`src/rtl/qpcd_pkg.sv`:
```
package qpcd_pkg;

    // Geometry
    localparam int NPOTS       = 4;
    localparam int NSLOTS      = 4;
    localparam int NREGS       = NPOTS * NSLOTS;
    localparam int WIPER_W     = 6;
    localparam int NTAPS       = 64;
    localparam logic [WIPER_W-1:0] WIPER_MAX = 6'h3F;
    localparam logic [WIPER_W-1:0] WIPER_MIN = 6'h00;
    localparam logic [1:0]         SLOT_PRESET = 2'h0;

    // Byte framing
    localparam logic [3:0] BYTE_BITS = 4'h8;
    localparam int         MSB       = 7;

    // Instruction byte fields
    localparam int OP_HI   = 7;
    localparam int OP_LO   = 4;
    localparam int SLOT_HI = 3;
    localparam int SLOT_LO = 2;
    localparam int POT_HI  = 1;
    localparam int POT_LO  = 0;
    localparam logic [1:0] SEL_ZERO = 2'h0;

    // Opcodes
    localparam logic [3:0] OP_RD_WIPER     = 4'h9;
    localparam logic [3:0] OP_WR_WIPER     = 4'hA;
    localparam logic [3:0] OP_RD_STORED    = 4'hB;
    localparam logic [3:0] OP_WR_STORED    = 4'hC;
    localparam logic [3:0] OP_COPY_TO_WIP  = 4'hD;
    localparam logic [3:0] OP_COPY_TO_STO  = 4'hE;
    localparam logic [3:0] OP_GANG_TO_WIP  = 4'h1;
    localparam logic [3:0] OP_GANG_TO_STO  = 4'h8;
    localparam logic [3:0] OP_STEP         = 4'h2;

    // Timing
    localparam int CLK_KHZ       = 250000;
    localparam int NV_PROG_MS    = 5;
    localparam int SETTLE_NS_DEF = 1000;
    localparam int NV_CNT_W      = 24;
    localparam int SETTLE_W      = 16;

    typedef logic [NV_CNT_W-1:0] qpcd_nvcnt_t;
    typedef logic [SETTLE_W-1:0] qpcd_settle_t;

    typedef enum logic [2:0] {
        PH_BOOT,
        PH_IDLE,
        PH_ADDR,
        PH_INSTR,
        PH_WDATA,
        PH_RDATA,
        PH_STEP,
        PH_WAIT
    } qpcd_ph_e;

    typedef struct packed {
        qpcd_ph_e                         ph;
        logic [3:0]                       bit_cnt;
        logic                             ack_phase;
        logic [7:0]                       shreg;
        logic [3:0]                       op;
        logic [1:0]                       slot;
        logic [1:0]                       pot;
        logic                             sda_oe;
        logic                             sda_lvl;
        logic                             scl_prev;
        logic                             sda_prev;
        logic                             nv_pend;
        logic [WIPER_W-1:0]               nv_val;
        logic                             nv_busy;
        qpcd_nvcnt_t                      nv_cnt;
        qpcd_settle_t                     settle_cnt;
        logic [NPOTS-1:0][WIPER_W-1:0]    wiper;
        logic [NREGS-1:0][WIPER_W-1:0]    stored;
        logic [NPOTS-1:0][NTAPS-1:0]      tap;
    } qpcd_state_s;

    function automatic logic [3:0] qpcd_sidx(input logic [1:0] pot, input logic [1:0] slot);
        return {pot, slot};
    endfunction : qpcd_sidx

    function automatic logic [NTAPS-1:0] qpcd_tap(input logic [WIPER_W-1:0] w);
        return NTAPS'(1) << w;
    endfunction : qpcd_tap

    function automatic logic qpcd_instr_ok(input logic [7:0] b);
        logic [3:0] op;
        logic       r0;
        logic       p0;
        op = b[OP_HI:OP_LO];
        r0 = (b[SLOT_HI:SLOT_LO] == SEL_ZERO);
        p0 = (b[POT_HI:POT_LO] == SEL_ZERO);
        unique case (op)
            OP_RD_WIPER, OP_WR_WIPER, OP_STEP:          return r0;
            OP_RD_STORED, OP_WR_STORED:                 return 1'b1;
            OP_COPY_TO_WIP, OP_COPY_TO_STO:             return 1'b1;
            OP_GANG_TO_WIP, OP_GANG_TO_STO:             return p0;
            default:                                    return 1'b0;
        endcase
    endfunction : qpcd_instr_ok

endpackage : qpcd_pkg

```
`src/rtl/qpcd_top.sv`:
```
`timescale 1ns/10ps
`default_nettype none
// Overview of operation
// [RL1] Upper address nibble must equal the device type code to go on.
// [RL2] Lower address nibble must equal the address pins to execute.
// [RL3] Instruction byte: opcode top four bits, slot pointer, pot pointer lowest.
// [RL4] Slot pointer picks stored slot 0 to 3 in binary order.
// [RL5] Four 6-bit wiper registers, each decoded to one of 64 taps.
// [RL6] At power-up each wiper loads from its pot's slot 0.
// [RL7] Four 6-bit stored slots per pot; programming finishes within 5 ms.
// [RL8] Read/write wiper and read/write stored use three bytes.
// [RL9] Opcode 1001, slot 00: return wiper of chosen pot.
// [RL10] Opcode 1010, slot 00: load data into chosen pot's wiper.
// [RL11] Opcode 1011 returns chosen stored slot; 1100 writes it.
// [RL12] Opcode 1101 copies chosen stored slot into that pot's wiper.
// [RL13] Opcode 1110 copies chosen wiper into that pot's chosen slot.
// [RL14] Opcode 0001, pot 00: all pots load wiper from chosen slot.
// [RL15] Opcode 1000, pot 00: all wipers saved into chosen slot.
// [RL16] Opcode 0010, slot 00: enables stepping of chosen wiper.
// [RL17] Tap output follows a wiper change only after a settle delay.
// [RL18] Programming starts at stop; address ignored while it runs.
// [RL19] Write-protect low: data byte refused, stored slots untouched; the code refuses only the 1100 data byte and still takes a 1010 wiper byte.
// [RL20] In step mode each clock with data high steps up, low down.
// [RL21] Every stored write or copy is programmed after the stop.
// [RL22] Stepping saturates at 63 and at 0.
// [RL23] Undefined opcodes change nothing and start no programming.
module qpcd_top
    import qpcd_pkg::*;
#(
    parameter logic [3:0] DEVICE_TYPE_ID  = 4'hA, // Arbitrary value
    parameter int         NV_PROG_CYC     = NV_PROG_MS * CLK_KHZ,
    parameter int         WIPER_SETTLE_NS = SETTLE_NS_DEF
) (
    // Clock and reset
    input  wire logic                         CLOCK_I,
    input  wire logic                         RST_I,
    // Two-wire bus
    input  wire logic                         SCL_I,
    input  wire logic                         SDA_I,
    output logic                              SDA_O,
    output logic                              SDA_OE_O,
    // Straps and protection
    input  wire logic [3:0]                   ADDR_PIN_I,
    input  wire logic                         WP_N_I,
    // Resistor array and status
    output logic      [NPOTS-1:0][NTAPS-1:0]  TAP_O,
    output logic                              NV_BUSY_O
);
    // Least time, so round up, and never below two cycles
    localparam int SETTLE_RAW = (WIPER_SETTLE_NS * CLK_KHZ + 999999) / 1000000;
    localparam int SETTLE_CYC = (SETTLE_RAW < 2) ? 2 : SETTLE_RAW;

    qpcd_state_s q;
    qpcd_state_s d;
    logic [6:0]  sync_w;
    logic        scl_s;
    logic        sda_s;
    logic        wp_s;
    logic [3:0]  addr_s;
    logic        scl_rise;
    logic        scl_fall;
    logic        start_c;
    logic        stop_c;
    logic        byte_end;
    logic        addr_hit;

    qpcd_sync #(
        .WIDTH (7)
    ) u_sync (
        .clk_i   (CLOCK_I),
        .rst_i   (RST_I),
        .async_i ({SCL_I, SDA_I, WP_N_I, ADDR_PIN_I}),
        .sync_o  (sync_w)
    );

    assign scl_s    = sync_w[6];
    assign sda_s    = sync_w[5];
    assign wp_s     = sync_w[4];
    assign addr_s   = sync_w[3:0];
    assign scl_rise = scl_s & ~q.scl_prev;
    assign scl_fall = ~scl_s & q.scl_prev;
    assign start_c  = scl_s & q.scl_prev & q.sda_prev & ~sda_s;
    assign stop_c   = scl_s & q.scl_prev & ~q.sda_prev & sda_s;
    assign byte_end = scl_fall & (q.bit_cnt == BYTE_BITS) & ~q.ack_phase;
    assign addr_hit = (q.shreg[OP_HI:OP_LO] == DEVICE_TYPE_ID)   // RL1
                    & (q.shreg[SLOT_HI:POT_LO] == addr_s);       // RL2

    always_comb
    begin
        d          = q;
        d.scl_prev = scl_s;
        d.sda_prev = sda_s;

        if (q.nv_busy)
        begin
            if (q.nv_cnt == qpcd_nvcnt_t'(NV_PROG_CYC - 1))
                d.nv_busy = 1'b0;                                    // RL7
            else
                d.nv_cnt = q.nv_cnt + 1'b1;
        end

        unique case (q.ph)
            PH_BOOT:
            begin
                for (int i = 0; i < NPOTS; i++)
                    d.wiper[i] = q.stored[qpcd_sidx(2'(i), SLOT_PRESET)]; // RL6
                d.ph = PH_IDLE;
            end
            PH_IDLE, PH_WAIT:
            begin
            end
            PH_ADDR, PH_INSTR, PH_WDATA:
            begin
                if (scl_rise && !q.ack_phase && q.bit_cnt < BYTE_BITS)
                begin
                    d.shreg   = {q.shreg[MSB-1:0], sda_s};
                    d.bit_cnt = q.bit_cnt + 1'b1;
                end
            end
            PH_RDATA:
            begin
                if (!q.ack_phase && scl_rise && q.bit_cnt < BYTE_BITS)
                begin
                    d.shreg   = {q.shreg[MSB-1:0], 1'b0};
                    d.bit_cnt = q.bit_cnt + 1'b1;
                end
                else if (!q.ack_phase && scl_fall && q.bit_cnt < BYTE_BITS)
                    d.sda_oe = ~q.shreg[MSB];
                else if (!q.ack_phase && scl_fall)
                begin
                    // Master's acknowledge is not needed: one byte per read
                    d.sda_oe = 1'b0;
                    d.ph     = PH_WAIT;
                end
            end
            PH_STEP:
            begin
                // Step on the fall: the stop's rising clock must not move the wiper
                if (scl_fall && !q.ack_phase)
                begin
                    if (sda_s && q.wiper[q.pot] != WIPER_MAX)       // RL20
                        d.wiper[q.pot] = q.wiper[q.pot] + 1'b1;     // RL22
                    else if (!sda_s && q.wiper[q.pot] != WIPER_MIN)
                        d.wiper[q.pot] = q.wiper[q.pot] - 1'b1;     // RL22
                end
            end
        endcase

        // End of an acknowledge slot
        if (scl_fall && q.ack_phase)
        begin
            d.ack_phase = 1'b0;
            d.bit_cnt   = '0;
            d.sda_oe    = (q.ph == PH_RDATA) ? ~q.shreg[MSB] : 1'b0;
        end

        if (byte_end && (q.ph == PH_ADDR || q.ph == PH_INSTR || q.ph == PH_WDATA))
        begin
            d.ack_phase = 1'b1;
            d.sda_oe    = 1'b1;
            d.ph        = PH_WAIT;
            if (q.ph == PH_ADDR)
            begin
                if (addr_hit)
                    d.ph = PH_INSTR;
                else
                begin
                    d.ack_phase = 1'b0;
                    d.sda_oe    = 1'b0;
                    d.ph        = PH_IDLE;
                end
            end
            else if (q.ph == PH_INSTR)
            begin
                d.op   = q.shreg[OP_HI:OP_LO];                      // RL3
                d.slot = q.shreg[SLOT_HI:SLOT_LO];                  // RL4
                d.pot  = q.shreg[POT_HI:POT_LO];
                if (!qpcd_instr_ok(q.shreg))
                begin
                    d.ack_phase = 1'b0;                             // RL23
                    d.sda_oe    = 1'b0;
                    d.ph        = PH_IDLE;
                end
                else
                begin
                    unique case (d.op)
                        OP_RD_WIPER:
                        begin
                            d.shreg = 8'(q.wiper[d.pot]);           // RL9
                            d.ph    = PH_RDATA;                     // RL8
                        end
                        OP_RD_STORED:
                        begin
                            d.shreg = 8'(q.stored[qpcd_sidx(d.pot, d.slot)]); // RL11
                            d.ph    = PH_RDATA;
                        end
                        OP_WR_WIPER, OP_WR_STORED:
                            d.ph = PH_WDATA;                        // RL8
                        OP_COPY_TO_WIP:
                            d.wiper[d.pot] = q.stored[qpcd_sidx(d.pot, d.slot)]; // RL12
                        OP_GANG_TO_WIP:
                        begin
                            for (int i = 0; i < NPOTS; i++)
                                d.wiper[i] = q.stored[qpcd_sidx(2'(i), d.slot)]; // RL14
                        end
                        OP_COPY_TO_STO, OP_GANG_TO_STO:
                            d.nv_pend = 1'b1;                       // RL21
                        OP_STEP:
                            d.ph = PH_STEP;                         // RL16
                        default:
                        begin
                        end
                    endcase
                end
            end
            else if (q.op == OP_WR_WIPER)
                d.wiper[q.pot] = q.shreg[WIPER_W-1:0];              // RL10
            else if (wp_s)
            begin
                d.nv_val  = q.shreg[WIPER_W-1:0];
                d.nv_pend = 1'b1;                                   // RL21
            end
            else
            begin
                d.ack_phase = 1'b0;                                 // RL19
                d.sda_oe    = 1'b0;
                d.ph        = PH_IDLE;
            end
        end

        if (q.ph != PH_BOOT && start_c)
        begin
            d.sda_oe    = 1'b0;
            d.ack_phase = 1'b0;
            d.bit_cnt   = '0;
            d.nv_pend   = 1'b0;
            d.ph        = q.nv_busy ? PH_IDLE : PH_ADDR;            // RL18
        end
        else if (q.ph != PH_BOOT && stop_c)
        begin
            d.sda_oe    = 1'b0;
            d.ack_phase = 1'b0;
            d.nv_pend   = 1'b0;
            d.ph        = PH_IDLE;
            // Protect is sampled again here, before the cycle starts
            if (q.nv_pend && wp_s)
            begin
                unique case (q.op)
                    OP_WR_STORED:
                        d.stored[qpcd_sidx(q.pot, q.slot)] = q.nv_val;      // RL11
                    OP_COPY_TO_STO:
                        d.stored[qpcd_sidx(q.pot, q.slot)] = q.wiper[q.pot]; // RL13
                    default:
                    begin
                        for (int i = 0; i < NPOTS; i++)
                            d.stored[qpcd_sidx(2'(i), q.slot)] = q.wiper[i]; // RL15
                    end
                endcase
                d.nv_busy = 1'b1;                                   // RL18
                d.nv_cnt  = '0;
            end
        end

        // Any wiper change restarts the settle wait; taps move at its end
        if (d.wiper != q.wiper)
            d.settle_cnt = qpcd_settle_t'(SETTLE_CYC);              // RL17
        else if (q.settle_cnt != '0)
        begin
            d.settle_cnt = q.settle_cnt - 1'b1;
            if (q.settle_cnt == qpcd_settle_t'(1))
            begin
                for (int i = 0; i < NPOTS; i++)
                    d.tap[i] = qpcd_tap(q.wiper[i]);                // RL5
            end
        end
    end

    always_ff @(posedge CLOCK_I)
    begin
        if (RST_I)
        begin
            q     <= '0;
            q.ph  <= PH_BOOT;
            // Idle bus level, so no false edge follows reset
            q.scl_prev <= 1'b1;
            q.sda_prev <= 1'b1;
            q.tap <= {NPOTS{NTAPS'(1)}};
        end
        else
            q <= d;
    end

    assign SDA_O     = q.sda_lvl;
    assign SDA_OE_O  = q.sda_oe;
    assign TAP_O     = q.tap;
    assign NV_BUSY_O = q.nv_busy;

    boot_load_a: assert property (@(posedge CLOCK_I) disable iff (RST_I) // RL6
        q.ph == PH_BOOT |=> q.wiper[0] == $past(q.stored[0]) && q.wiper[3] == $past(q.stored[12]))
        else $error("wiper not loaded from slot 0 at power-up");

    addr_miss_a: assert property (@(posedge CLOCK_I) disable iff (RST_I) // RL2
        byte_end && q.ph == PH_ADDR && !addr_hit |=> q.ph == PH_IDLE && !q.sda_oe)
        else $error("mismatching address was acknowledged");

    wp_refuse_a: assert property (@(posedge CLOCK_I) disable iff (RST_I) // RL19
        byte_end && q.ph == PH_WDATA && q.op == OP_WR_STORED && !wp_s
        |=> !q.sda_oe && !q.nv_pend)
        else $error("protected data byte was acknowledged");

    busy_len_a: assert property (@(posedge CLOCK_I) disable iff (RST_I) // RL7
        $fell(q.nv_busy) |-> $past(q.nv_cnt) == qpcd_nvcnt_t'(NV_PROG_CYC - 1))
        else $error("programming time wrong");

    busy_ignore_a: assert property (@(posedge CLOCK_I) disable iff (RST_I) // RL18
        q.nv_busy && start_c && q.ph != PH_BOOT |=> q.ph == PH_IDLE [*2])
        else $error("address taken while programming");

    step_sat_a: assert property (@(posedge CLOCK_I) disable iff (RST_I) // RL22
        q.ph == PH_STEP && scl_fall && !q.ack_phase && sda_s && q.wiper[q.pot] == WIPER_MAX
        |=> q.wiper[q.pot] == WIPER_MAX)
        else $error("step wrapped past top");

    step_down_a: assert property (@(posedge CLOCK_I) disable iff (RST_I) // RL20
        q.ph == PH_STEP && scl_fall && !q.ack_phase && !sda_s && q.wiper[q.pot] != WIPER_MIN
        |=> q.wiper[q.pot] == $past(q.wiper[q.pot]) - 6'h01)
        else $error("step down missed");

    tap_onehot_a: assert property (@(posedge CLOCK_I) disable iff (RST_I) // RL5
        $onehot(q.tap[0]) && $onehot(q.tap[3]))
        else $error("tap decode not one-hot");

    settle_hold_a: assert property (@(posedge CLOCK_I) disable iff (RST_I) // RL17
        q.wiper != $past(q.wiper) |-> q.tap == $past(q.tap) ##1 q.tap == $past(q.tap))
        else $error("tap moved without settle delay");

    bad_op_a: assert property (@(posedge CLOCK_I) disable iff (RST_I) // RL23
        byte_end && q.ph == PH_INSTR && !qpcd_instr_ok(q.shreg)
        |=> $stable(q.wiper) && !q.nv_pend && q.ph == PH_IDLE)
        else $error("undefined opcode had an effect");

    wr_wiper_a: assert property (@(posedge CLOCK_I) disable iff (RST_I) // RL10
        byte_end && q.ph == PH_WDATA && q.op == OP_WR_WIPER && !start_c && !stop_c
        |=> q.wiper[q.pot] == $past(q.shreg[WIPER_W-1:0]))
        else $error("wiper write lost");

endmodule : qpcd_top
`default_nettype wire

```
`src/rtl/qpcd_sync.sv`:
```
`timescale 1ns/10ps
`default_nettype none
module qpcd_sync #(
    parameter int WIDTH = 1
) (
    // Clock and reset
    input  wire logic             clk_i,
    input  wire logic             rst_i,
    // Levels
    input  wire logic [WIDTH-1:0] async_i,
    output logic      [WIDTH-1:0] sync_o
);
    logic [WIDTH-1:0] meta_q;

    // Idle-high reset keeps a released bus from looking like an edge
    always_ff @(posedge clk_i)
    begin
        if (rst_i)
        begin
            meta_q <= '1;
            sync_o <= '1;
        end
        else
        begin
            meta_q <= async_i;
            sync_o <= meta_q;
        end
    end
endmodule : qpcd_sync
`default_nettype wire

```
`config.mk`:
```
export PLATFORM = sky130hd
export DESIGN_NAME = qpcd_top
export DESIGN_NICKNAME = d
export VERILOG_FILES = /design/src/rtl/qpcd_pkg.sv /design/src/rtl/qpcd_top.sv /design/src/rtl/qpcd_sync.sv
export SDC_FILE = /design/constraint.sdc
export NUM_CORES = 1
export LEC_CHECK = 0
export BUFFER_PORTS_ARGS = -buffer_cell sky130_fd_sc_hd__buf_4
export CORE_MARGIN = 5
export CORE_UTILIZATION = 50
export DETAILED_ROUTE_END_ITERATION = 6
export PLACE_DENSITY = 0.77
export SYNTH_ARGS = -nofsm -noshare
export SYNTH_HDL_FRONTEND = slang
export SYNTH_SLANG_ARGS = --single-unit
export TNS_END_PERCENT = 100
```
`constraint.sdc`:
```
create_clock -name CLOCK_I -period 5 [get_ports CLOCK_I]
set_input_delay 1 -clock CLOCK_I [delete_from_list [all_inputs] [get_ports CLOCK_I]]
set_output_delay 1 -clock CLOCK_I [all_outputs]
set_load 0.02 [all_outputs]
```
---- After elaboration in Yosys (flattened, before gate mapping) ----
Cells that the tools add are included.
storage, ports and cells
  flip-flop bits (word level) ............. 465
  input bits .............................. 9
  word-level logic and storage cells ...... 277
  output and inout port bits .............. 259
cells by class
  muxes and demuxes ....................... 102
  shift-type cells ........................ 4
  reduce and logical (&&, ||, !) cells .... 53
  $add $sub $neg .......................... 5
  equal/unequal tests ..................... 30
  $lt $le $gt $ge ......................... 20
  bitwise operators ....................... 21
operators by type and width
  operator                                                              number
  96-bit bitwise mux                                                    6
  1-bit by 6-bit left shift with 64-bit output, first input constant    4
  24-bit 2-to-1 mux                                                     9
  96-bit case mux with 2 select lines                                   1
  25-bit 2-to-1 mux                                                     4
  24-bit bitwise mux                                                    4
  24-bit case mux with 2 select lines                                   2
  6-bit 2-to-1 mux                                                      14
  6-bit binary-select mux with 2-bit select                             6
  6-bit demux with 2-bit select                                         6
  4-bit == test, second input constant                                  11
  8-bit 2-to-1 mux                                                      5
  3-bit 2-to-1 mux                                                      11
  16-bit 2-to-1 mux                                                     2
  8-bit case mux with 2 select lines                                    2
  4-bit by 5-bit < comparator with 1-bit output, second input constant  6
  24-bit by 1-bit adder with 24-bit output, second input constant       1
  6-bit binary-select mux with 4-bit select                             1
  6-bit demux with 4-bit select                                         1
  24-bit by 21-bit == test with 1-bit output, second input constant     1
  24-bit inequality test                                                1
  1-bit 2-to-1 mux                                                      20
  1-bit logical AND                                                     18
  18-bit 2-to-1 mux                                                     1
  other kinds (47)                                                      98

---- Longest topological paths before layout ----
  word-level depth ........................ 18
  mapped depth ............................ 21
  gate-level depth less buffers ........... 14

---- Modules after synthesis ----
From an unflattened synthesis, not the netlist that was laid out.
unflattened totals
  cell total of the unflattened synthesis .. 3640
  area total of the unflattened synthesis .. 29594.6 um^2
modules (own cells, without submodules)
  module     sequential area each (um^2)  times used  area an instance (um^2)  cells an instance
  qpcd_top   9028.7                       1           29215.5                  3611
  qpcd_sync  280.3                        1           379.1                    29

---- Worst setup path before layout ----
Ideal clock, no wire load.
  path type ............................... register to register
  from .................................... register q[428] (netlist name)
  to ...................................... register q, in the netlist TAP_O[93]
  required time ........................... 4.931 ns
  cell stages (with the launch flop) ...... 20
  path slack .............................. 0.445 ns
  setup time .............................. 0.069 ns
  arrival ................................. 4.486 ns
  path buffers ............................ 6
  period minus slack after synthesis ...... 4.555 ns
  path through ............................ dfxtp_1 > buf_6 > mux4_2 > buf_1 > ha_1 > buf_4 > nor2b_1 > a2bb2oi_1 > o21ai_2 > clkbuf_1 > a2111oi_1 > a211oi_2 > nand2_1 > o21ai_1 > a2111oi_2 > nand3_4 > buf_6 > buf_6 > or4_1 > o21ai_1
on the way
  longest elaborated chain between the ends .. 18
  elaborated cells between the ends (all ways) .. 30
  classes of those cells .................. add/sub (2); order compare (2); eq/ne (2); mux (18); bitwise (1); reduce/logical (5)
ends and longest elaborated chain
  item                                                                                                  line             RTL
  from (decl)                                                                                           qpcd_top.sv:53   qpcd_state_s q;
  parallel branches: the longest is 14 deep, another holds 6-bit by 1-bit subtractor with 6-bit output  n/a
  24-bit 2-to-1 mux (*)                                                                                 qpcd_top.sv:157  if (byte_end && (q.ph == PH_ADDR || q.ph == PH_INSTR || q.ph == PH_WDATA))
  24-bit inequality test (*)                                                                            qpcd_top.sv:265  if (d.wiper != q.wiper)
  1-bit inverter (no source line) (*)                                                                   n/a
  3-bit AND reduction (no source line) (*)                                                              n/a
Every way passes the cells marked *. The select of a mux whose other input is x is not followed.
A chain may end at the register's enable or synchronous reset.

---- Worst setup path in the final report ----
  from .................................... register q[439] (netlist name)
  to ...................................... register q, in the netlist TAP_O[218]
on the way
  longest elaborated chain between the ends .. 12
  elaborated cells between the ends (all ways) .. 26
  classes of those cells .................. eq/ne (1); mux (22); bitwise (1); reduce/logical (2)
ends and longest elaborated chain
  item                                                                        line             RTL
  parallel branches: the longest is 6 deep, another holds 24-bit bitwise mux  n/a
  24-bit 2-to-1 mux (*)                                                       qpcd_top.sv:173  else if (q.ph == PH_INSTR)
  24-bit 2-to-1 mux (*)                                                       qpcd_top.sv:162  if (q.ph == PH_ADDR)
  24-bit 2-to-1 mux (*)                                                       qpcd_top.sv:157
  24-bit inequality test (*)                                                  qpcd_top.sv:265
  1-bit inverter (no source line) (*)                                         n/a
  3-bit AND reduction (no source line) (*)                                    n/a
Marked as above.

==> flow_metrics.tcl <==
set metrics [dict create \
    synth_seq_cells 465 \
    worstMarginPinSlew_ns 1.30 \
    hold_end "u_sync.sync_o[1]" \
    timing.hold.ws_ns 0.408 \
    antenna_left 0 \
    maxCapViolations 0 \
    initial_core_util_pct 50.4 \
    grt_pass1_vias 28131 \
    max_stage_delay_ns 0.77 \
    synth_nets 3845 \
    io_pins 268 \
    place_congestion 1.14 \
    cp_cell_sequence "buf_4, mux2i_1, mux4_2, o22ai_1, o41ai_1, a311o_1, nand2_1, nand4bb_1, nor4_2, buf_4, nand3_2, buf_4, or4_1, a21oi_1" \
    clkPwrFrac_pct 46.3 \
    mostFrequentLayoutCells "765 x nand2_1, 496 x buf_4, 462 x dfxtp_1" \
    synthCells 3827 \
    slowest_stage "dfxtp_4" \
    reg2reg_depth 14 \
    fin_ws_ns 0.0561 \
    cp_max_fo 41 \
    post_cts_resized 0 \
    seqPwrFrac_pct 45.7 \
    r2r-end "TAP_O[218]" \
    drv_slew 0 \
    p_int_uw 6090 \
    final_common_cell "nand2_1" \
    required_ns 5.54 \
    worst_clock_skew_ns 0.0307 \
    core_um2 59000 \
    power.share.combinational_pct 8.0 \
    r2r_setup_slack_ns 0.06 \
    routed_wl_mm 123 \
    cp-start-kind "flip-flop" \
    vdd_ir_drop_max_mv 0.253 \
    synth_area_um2 29700 \
    final_nets 3837 \
    dp_hpwl_mm 91.4 \
    drt-wirelength-per-cell_um 26.6 \
    dieArea_um2 64500 \
    fmax_mhz 202 \
    path_buf_inv 3 \
    clock_path_buffers 3 \
    hold_path_class "flip-flop to flip-flop" \
    grt_overflow_total 0 \
    whs_path_depth 1 \
    antenna_found_initial 2 \
    grt_max_degree 128 \
    syn_to_final_growth_pct 11.3 \
    end_kind "flip-flop" \
    fin_crit_sh_pct 98.9 \
    row_count 89 \
    yosysUniqueCellTypes 104 \
    drc 0 \
    drive_above_1_share_pct 19.1 \
    synthFlopType "dfxtp_1" \
    via_count 30234 \
    crit_cells 14 \
    cts_tree "done" \
    clock_latency_ns 0.64 \
    port_buffers 266 \
    status "complete, no violations" \
    final_core_util_pct 56.1 \
    p_sw_uw 2120 \
    grt_util_all_layers_pct 36.3 \
    antenna_cells 0 \
    tns_ns 0 \
    p_sw_share_pct 25.9 \
    slew_headroom_pct 13.3 \
    cts_setup_buffers 0 \
    leakagePower_uw 0.0117 \
    h-tree-depth 2 \
    cp.arrival_ns 5.49 \
    dpl_worst_slack_ns 0.117 \
    grt_pass1_wl_mm 181 \
    vias_per_cell 6.53 \
    synth_edf_count 0 \
    rsz0062_at_grt "no" \
    hp-start "u_sync.meta_q[1]" \
    synthArstFlopShare_pct 0 \
    fin_crit_ns 4.94 \
    cts_root_buf "clkbuf_16" \
    critical-path-top-delay-family "compound AO/OA/AOI/OAI gates" \
    crit_top_cell "buf_4" \
    power.density_nw_per_um2 248 \
    synth-seq-area-share_pct 31.3 \
    synth.top_cell.area_share_pct 31.3 \
    cts-hold-fix-buffers 0 \
    ys_top_cells_by_area "dfxtp_1 31%, mux2i_1 10%, nand2_1 9.7%, buf_4 7.1%, nor2_1 3.7%" \
    path_class "flip-flop to flip-flop" \
    avgSynthCellArea_um2 7.77 \
    drt_iter0_drc 4228 \
    cts_buffers 50 \
    setup_viol 0 \
    yosysTopAreaCell "dfxtp_1" \
    clk_pin_slew_ns 0.06 \
    die_y_um 254 \
    ys_warn_count 0 \
    timing.rr.start "q[439]" \
    cts_sinks 465 \
    drt-pass1-iter-count 7 \
    die_x_um 254 \
    hold_viol_final 0 \
]
per-layer routing:
metal	global-route usage [%]	share of wire, %
met5	0	0
met4	22.3	7.9
met3	9.72	12
met2	55.6	43
met1	45.8	37
logic make-up (layout without fill, tap and decap cells):
kind of cell,after synthesis,after routing,share of synthesized area (%)
adders and majority gates,9,9,0.379
other,1,1,0.0126
DFF,465,465,31.3
xor gates and xnor gates,56,56,1.65
and+or+nand+nor,1512,1512,23.0
AOI/OAI and AO/OA,807,807,17.8
buffers and inverters,602,630,11.5
muxes,375,375,14.3
Yosys cell counts (31+ instances only):
| cell | instances |
|---|---|
| a21oi_1 | 206 |
| nand2_1 | 765 |
| clkbuf_1 | 219 |
| a211oi_1 | 36 |
| mux2_2 | 36 |
| buf_4 | 281 |
| o21ai_0 | 196 |
| dfxtp_1 | 465 |
| o221ai_1 | 42 |
| inv_1 | 34 |
| o22ai_1 | 58 |
| mux4_2 | 37 |
| buf_2 | 33 |
| nor3_1 | 93 |
| nand3_1 | 67 |
| xnor2_1 | 32 |
| nor2_1 | 290 |
| or4_1 | 38 |
| mux2i_1 | 300 |
| nand4_1 | 31 |
area by class of cell:
| class | instances | area, um^2 |
|---|---|---|
| fillers | 5439 | 25900 |
| multi-input cells | 2760 | 17100 |
| flip-flops and latches | 465 | 9320 |
| repair buffers | 506 | 3920 |
| clock buffers | 70 | 1470 |
| well taps | 773 | 967 |
| clock inverters | 18 | 201 |
| inverters | 36 | 143 |
power groups by stage:
stage / logic (uW) / clock network [uW] / registers, uW
floorplan: 397 / 0 / 3830
global placement: 629 / 0 / 3840
detailed placement: 625 / 0 / 3840
CTS: 627 / 3840 / 3750
global route: 687 / 3990 / 3760
finish: 658 / 3800 / 3760
worst max-delay path by stage:
stage	endpoint	from	slack, ns
final	TAP_O[218]	q[439]	0.06
after global routing	TAP_O[234]	q[439]	0.01
after CTS	TAP_O[218]	q[439]	0.08
after detailed placement	TAP_O[215]	q[439]	0.12
after global placement	TAP_O[208]	q[444]	0.12
after floorplan	TAP_O[93]	q[428]	0.45
metrics by stage:
stage / power, uW / instances / instance area [um^2]
2_1_floorplan: 4220 / 3827 / 29700
3_3_place_gp: 4470 / 4540 / 31400
3_5_place_dp: 4460 / 4540 / 31400
4_1_cts: 8220 / 4628 / 33100
5_1_grt: 8440 / 4628 / 33100
6_report: 8210 / 4628 / 33100
Power figures use the tool's default switching activity.
